===== src/design/tscsp_pkg.sv =====
// Constants and types for the temperature conversion sequencer and serial port
// Behaviour
// - Sample input on rising clock while selected
// - Output next result bit on falling clock
// - Select high makes serial clock ignored
// - Start conversion every 400 us internally
// - Conversion lasts 25 us, then idles
// - Shift register holds latest completed result
// - Shutdown stops oscillator and further conversions
// - Shutdown keeps last result readable
// - Access end restarts oscillator, converts again
// - Leaving shutdown restarts oscillator and conversion
// - Early read repeats previous read value
// - Result is read-only 10-bit two's complement
// - Encoding spans minus 128 to 127 degrees
// - One step equals a quarter degree
// - 16 clocks, MSB first, hold, then float
// - Third written bit is power-down bit
// - Control loads on fifteenth falling edge only
package tscsp_pkg;

   // ----------------------------------------
   // Timing
   // ----------------------------------------
   localparam int CLK_KHZ = 20000;
   localparam int PERIOD_US = 400;
   localparam int CONV_US = 25;
   localparam int PERIOD_CYC_DEF = PERIOD_US * CLK_KHZ / 1000;
   localparam logic [9:0] CONV_CYC = 10'(CONV_US * CLK_KHZ / 1000);

   // ----------------------------------------
   // Serial word layout
   // ----------------------------------------
   localparam int RESULT_W = 10;
   localparam logic [4:0] WORD_LAST_FALL = 5'h0F;
   localparam logic [4:0] CTRL_LOAD_FALL = 5'h0E;
   localparam logic [4:0] PD_BIT_RISE = 5'h02;
   localparam logic [4:0] CNT_MAX = 5'h1F;
   localparam logic [5:0] WORD_PAD = 6'h00;

   // ----------------------------------------
   // Reset values and buffer depth
   // ----------------------------------------
   localparam logic [RESULT_W-1:0] RESULT_RST = 10'h000;
   localparam logic PD_RST = 1'b0;
   localparam logic [1:0] BUF_DEPTH = 2'h2;

   typedef enum logic [1:0] {
      TSCSP_IDLE = 2'b00,
      TSCSP_CONV = 2'b01,
      TSCSP_PUSH = 2'b11
   } tscsp_conv_e;

   typedef struct packed {
      logic cs_n;
      logic sclk;
      logic din;
   } tscsp_pins_s;

   typedef struct packed {
      logic [1:0] cs_sy;
      logic [1:0] sclk_sy;
      logic [1:0] din_sy;
      logic sclk_prev;
      logic sel_prev;
      logic [15:0] tx;
      logic dout;
      logic [4:0] rcnt;
      logic [4:0] fcnt;
      logic pend;
      logic pd;
      tscsp_conv_e st;
      logic [12:0] pcnt;
      logic [9:0] ccnt;
      logic [RESULT_W-1:0] sample;
      logic [1:0][RESULT_W-1:0] fifo;
      logic wp;
      logic rp;
      logic [1:0] fcount;
      logic [RESULT_W-1:0] result;
   } tscsp_state_s;

endpackage


===== src/design/tscsp_top.sv =====
// Conversion sequencer, result buffer and serial slave port
`timescale 1ns/1ps
module tscsp_top
   import tscsp_pkg::*;
#(
   parameter int PERIOD_CYC = PERIOD_CYC_DEF
) (
   // Clock and reset
   input wire logic clk,
   input wire logic rst_n,
   // Serial pins from the master
   input wire tscsp_pins_s pins,
   // Serial data out, driven while selected
   output logic dout,
   output logic dout_oe,
   // Converter front end, same clock
   input wire logic [RESULT_W-1:0] adc_code,
   // Status
   output logic conv_active,
   output logic shutdown
);

   tscsp_state_s s;
   tscsp_state_s next_s;
   logic sel;
   logic rise;
   logic fall;
   logic cs_fall;
   logic cs_rise;

   // ----------------------------------------
   // Edge detection on synchronised pins
   // ----------------------------------------
   // Only the second synchroniser stage is read here
   assign sel = ~s.cs_sy[1];
   assign rise = sel & s.sclk_sy[1] & ~s.sclk_prev;
   assign fall = sel & ~s.sclk_sy[1] & s.sclk_prev;
   assign cs_fall = sel & ~s.sel_prev;
   assign cs_rise = ~sel & s.sel_prev;

   // ----------------------------------------
   // Next state
   // ----------------------------------------
   always_comb begin
      logic restart;
      logic start;
      logic push;
      logic pop;
      restart = 1'b0;
      start = 1'b0;
      push = 1'b0;
      pop = 1'b0;
      next_s = s;
      next_s.cs_sy = {s.cs_sy[0], pins.cs_n};
      next_s.sclk_sy = {s.sclk_sy[0], pins.sclk};
      next_s.din_sy = {s.din_sy[0], pins.din};
      next_s.sclk_prev = s.sclk_sy[1];
      next_s.sel_prev = sel;

      // Serial shifting
      if (cs_fall) begin
         next_s.tx = {s.result, WORD_PAD};
         next_s.dout = s.result[RESULT_W-1];
         next_s.rcnt = 5'h00;
         next_s.fcnt = 5'h00;
         next_s.pend = 1'b0;
      end else begin
         if (rise) begin
            if (s.rcnt != CNT_MAX) begin
               next_s.rcnt = s.rcnt + 5'h01;
            end
            if (s.rcnt == PD_BIT_RISE) begin
               next_s.pend = s.din_sy[1];
            end
         end
         if (fall) begin
            if (s.fcnt != CNT_MAX) begin
               next_s.fcnt = s.fcnt + 5'h01;
            end
            // Past the last bit the output simply holds
            if (s.fcnt < WORD_LAST_FALL) begin
               next_s.tx = {s.tx[14:0], 1'b0};
               next_s.dout = s.tx[14];
            end
            if (s.fcnt == CTRL_LOAD_FALL) begin
               next_s.pd = s.pend;
            end
         end
      end

      // Oscillator restart after access or wake
      restart = (cs_rise | (s.pd & ~next_s.pd)) & ~next_s.pd;

      // Conversion schedule
      if (next_s.pd) begin
         next_s.pcnt = s.pcnt;
      end else if (restart) begin
         next_s.pcnt = 13'h0000;
         start = 1'b1;
      end else if (s.pcnt >= 13'(PERIOD_CYC - 1)) begin
         next_s.pcnt = 13'h0000;
         start = 1'b1;
      end else begin
         next_s.pcnt = s.pcnt + 13'h0001;
      end

      // Converter sequence; a conversion under way finishes even into shutdown
      case (s.st)
         TSCSP_IDLE: begin
            next_s.st = TSCSP_IDLE;
         end
         TSCSP_CONV: begin
            if (s.ccnt == CONV_CYC - 10'h001) begin
               next_s.sample = adc_code;
               next_s.st = TSCSP_PUSH;
            end else begin
               next_s.ccnt = s.ccnt + 10'h001;
            end
         end
         TSCSP_PUSH: begin
            // Full buffer stalls the converter here
            if (s.fcount != BUF_DEPTH) begin
               push = 1'b1;
               next_s.st = TSCSP_IDLE;
            end
         end
         default: begin
            next_s.st = TSCSP_IDLE;
         end
      endcase
      if (start && s.st != TSCSP_PUSH) begin
         next_s.st = TSCSP_CONV;
         next_s.ccnt = 10'h000;
      end

      // Two-entry buffer; drained only while the port is idle
      pop = (s.fcount != 2'h0) & ~sel;
      if (push) begin
         next_s.fifo[s.wp] = s.sample;
         next_s.wp = ~s.wp;
      end
      if (pop) begin
         next_s.result = s.fifo[s.rp];
         next_s.rp = ~s.rp;
      end
      next_s.fcount = s.fcount + {1'b0, push} - {1'b0, pop};
   end

   // ----------------------------------------
   // State register
   // ----------------------------------------
   always_ff @(posedge clk) begin
      if (!rst_n) begin
         s <= '0;
         s.cs_sy <= 2'h3;
         s.sclk_sy <= 2'h3;
         s.sclk_prev <= 1'b1;
         s.pd <= PD_RST;
         s.st <= TSCSP_IDLE;
         s.pcnt <= 13'(PERIOD_CYC - 1);
         s.result <= RESULT_RST;
      end else begin
         s <= next_s;
      end
   end

   assign dout = s.dout;
   assign dout_oe = sel;
   assign conv_active = (s.st == TSCSP_CONV);
   assign shutdown = s.pd;
endmodule


===== config.mk =====
export PLATFORM = sky130hd
export DESIGN_NAME = tscsp_top
export DESIGN_NICKNAME = d
export VERILOG_FILES = /design/src/design/tscsp_pkg.sv /design/src/design/tscsp_top.sv
export SDC_FILE = /design/constraint.sdc
export NUM_CORES = 1
export LEC_CHECK = 0
export ABC_AREA = 1
export BUFFER_PORTS_ARGS = -buffer_cell sky130_fd_sc_hd__buf_2
export CORE_MARGIN = 2
export CORE_UTILIZATION = 40
export DETAILED_ROUTE_END_ITERATION = 7
export GPL_TIMING_DRIVEN = 0
export PLACE_DENSITY = 0.64
export SETUP_SLACK_MARGIN = 0.1
export SYNTH_ARGS = -nofsm -noshare
export SYNTH_HDL_FRONTEND = slang
export SYNTH_SLANG_ARGS = --single-unit

===== constraint.sdc =====
create_clock -name clk -period 1.75 [get_ports clk]
set_input_delay 0.2625 -clock clk [delete_from_list [all_inputs] [get_ports clk]]
set_output_delay 0.2625 -clock clk [all_outputs]
set_load 0.02 [all_outputs]

==> flow_metrics.env <==
export IMPL_synthFlopType="dfxtp_1"
export IMPL_cts_tree="done"
export IMPL_hold_class="input pin to register"
export IMPL_overflow=0
export IMPL_start_util=0.413
export IMPL_totalWireLength_um=9860
export IMPL_regToRegSetupSlack_ps=110
export IMPL_grt_pass1_vias=3509
export IMPL_drtIter0Drc=200
export IMPL_antenna_cells=0
export IMPL_die_height_um=110
export IMPL_syn_nets=630
export IMPL_fin_ws_ps=113
export IMPL_drv_cap=0
export IMPL_synth_edf_count=0
export IMPL_ys_seq_area_frac=0.439
export IMPL_synth_mux_area_frac=0
export IMPL_crit_path_end_kind="register"
export IMPL_yosysWarnings=0
export IMPL_yosys_area_top_type="dfxtp_1"
export IMPL_area_delta_synth_final_pct=22.3
export IMPL_nets=680
export IMPL_grt_usage=0.168
export IMPL_yosysMostFrequentCell="nand2_1"
export IMPL_hold_viol=0
export IMPL_crit_fanout=6
export IMPL_drc=0
export IMPL_yosys_area_share_simple=0.291
export IMPL_clock_fmax_ghz=0.611
export IMPL_drt_pass1_iter_count=4
export IMPL_synth_avg_cell_area_um2=7.47
export IMPL_drt_vias_per_instance=4.87
export IMPL_synthXorXnorAreaFrac=0.0329
export IMPL_ys_ff_latch=99
export IMPL_grt_pass1_wl_um=15800
export IMPL_relSlewSlack=0.644
export IMPL_critical_path_startpoint_type="register"
export IMPL_dp_slack_ps=-104
export IMPL_synth_top_cell_area_share=0.439
export IMPL_required_ps=2030
export IMPL_cts_sinks=99
export IMPL_synth_top_family_by_area="simple AND/OR/NAND/NOR gates"
export IMPL_crit_buf_inv=4
export IMPL_wl_per_cell_um=12.3
export IMPL_ir_worst_vdd_mv=0.931
export IMPL_die_width_um=110
export IMPL_clk_pin_slew_ps=70
export IMPL_die_area_mm2=0.0122
export IMPL_timing_final_max_slew_violations=0
export IMPL_p_leak_nw=2.25
export IMPL_async_flop_share=0
export IMPL_period_minus_slack_ps=1640
export IMPL_synthAdderAreaFrac=0.0277
export IMPL_cp_data_arrival_time_ps=1920
export IMPL_io_pins=19
export IMPL_layoutNonFillerInstCount=800
export IMPL_status="finished, final reports clean"
export IMPL_netlist_instances=605
export IMPL_numCtsBuffers=9
export IMPL_clk_latency_ps=350
export IMPL_fp_row_count=38
export IMPL_crit_family="buffers and inverters"
export IMPL_grt_max_degree=17
export IMPL_drive_gt1_frac=0.218
export IMPL_path_cells="buf_8 > clkinvlp_4 > a21oi_4 > clkbuf_8 > ha_4 > inv_2 > ha_4 > xor2_2 > o21ai_1 > a21oi_1"
export IMPL_detail_route_antenna_nets=0
export IMPL_crit_top_cell="ha_4"
export IMPL_dp_cells=763
export IMPL_skew_ps=8.14
export IMPL_critical_path_class="register to register"
export IMPL_hold_buffers=0
export IMPL_power_density_mw_per_mm2=1090
export IMPL_synth_compound_area_frac=0.133
export IMPL_max_stage_delay_ps=330
export IMPL_via_count=3896
export IMPL_core_area_mm2=0.0109
export IMPL_clock_path_buffers=2
export IMPL_antenna_found_initial=0
export IMPL_cts_root_buf="clkbuf_16"
export IMPL_finalPower_mw=6.05
export IMPL_numPortBuffers=18
export IMPL_gp_congestion=0.836
export IMPL_finalSetupViolations=0
export IMPL_synth_top_cells_by_count="124 x nand2_1, 99 x dfxtp_1, 68 x nor2_1"
export IMPL_rsz0062_at_grt="true"
export IMPL_cts_max_level=3
export IMPL_syn_area_mm2=0.00452
export IMPL_synth_cell_types=39
export IMPL_tightest_slew_ps=534
export IMPL_post_dp_hpwl_um=6680
export IMPL_crit_slowest_cell="dfxtp_2"
export IMPL_period_share=0.935
export IMPL_synth_area_leaders="dfxtp_1 44%, nand2_1 10%, o21ai_0 6.1%"
-- flip-flops by register name, indices dropped and copies added (netlist names) --
register and cells:
s 93, shutdown 1, next_s 4, dout 1
-- placed cells by master, fill, tap and decap left out, types with 3 or more instances in the layout --
| cell type | instances |
|---|---|
| o21ai_1 | 5 |
| nand2_4 | 5 |
| inv_2 | 10 |
| clkbuf_1 | 12 |
| nor2_1 | 63 |
| dfxtp_2 | 10 |
| nor3_1 | 7 |
| buf_4 | 18 |
| a21oi_1 | 31 |
| o21bai_1 | 3 |
| nand2_2 | 8 |
| nand3_1 | 40 |
| clkbuf_16 | 11 |
| ha_4 | 3 |
| xor2_1 | 14 |
| buf_2 | 21 |
| or2_2 | 4 |
| nand4_1 | 7 |
| o21ai_0 | 50 |
| a31oi_1 | 11 |
| dfxtp_1 | 87 |
| inv_1 | 48 |
| ha_1 | 5 |
| nor2_2 | 14 |
| nand2_1 | 120 |
| nor2_4 | 5 |
| buf_6 | 3 |
| a21oi_4 | 3 |
-- metal layers --
metal / global-route usage / share of wire
met3: 0.0658 / 0.041
met1: 0.208 / 0.47
met5: 0 / 0
met2: 0.275 / 0.48
met4: 0.0402 / 0.0090
-- area by class of cell --
class                   count  area [µm²]
inverters                  61         235
clock inverters             6        90.1
multi-input cells         423        2350
repair buffers             39         282
clock buffers              10         229
flip-flops and latches     99        2000
well taps                 140         175
plain buffers              22         158
fillers                  1080        5410
-- worst register-to-register path: cells and delay by family (launching register included) --
family | cells | cell delay, ps
buffers and inverters | 4 | 480
xor gates and xnor gates | 1 | 130
AOI/OAI and AO/OA | 3 | 330
DFF | 1 | 330
adders and majority gates | 2 | 320
-- where the power goes --
part | internal, mW | total, mW | switching [mW] | leakage (nW)
combinational | 0.583 | 1.39 | 0.802 | 1.29
sequential | 2.41 | 2.56 | 0.147 | 0.805
clock | 1.25 | 2.10 | 0.847 | 0.153
-- path summary, 6_finish.rpt --
check              startpoint           to  cells past startpoint
hold reg to reg   next_s[101]       s[101]                      2
setup reg to reg       s[105]        s[11]                     10
hold / removal        pins[1]  next_s[103]                      2
setup / recovery       s[105]        s[11]                     10
-- cells by family after synthesis --
logic type               Yosys count
AO/OA/AOI/OAI                    111
XOR/XNOR                          17
adder cells (fa/ha/maj)           10
buffers and inverters             84
flip-flops                        99
AND/OR/NAND/NOR                  284
-- per-stage QoR --
| stage | util | hold WS [ps] | instance area, µm² | TNS, ps |
|---|---|---|---|---|
| final | 0.505 | 101 | 5530 | 0 |
| after global routing | 0.505 | 91.8 | 5530 | -29.3 |
| after CTS | 0.479 | 87.4 | 5230 | 0 |
| after detailed placement | 0.442 | 406 | 4840 | -1020 |
| after global placement | 0.442 | 401 | 4840 | -397 |
| after floorplan | - | 360 | 4570 | 0 |
-- repair_timing --
| action | in CTS | in global routing |
|---|---|---|
| resized for setup | 12 | 57 |
| buffers inserted | 6 | 11 |
| setup endpoints to repair | 38 | 64 |
| pin swaps | 6 | 8 |
| gates cloned | 0 | 5 |
(Power assumes the default switching activity.)
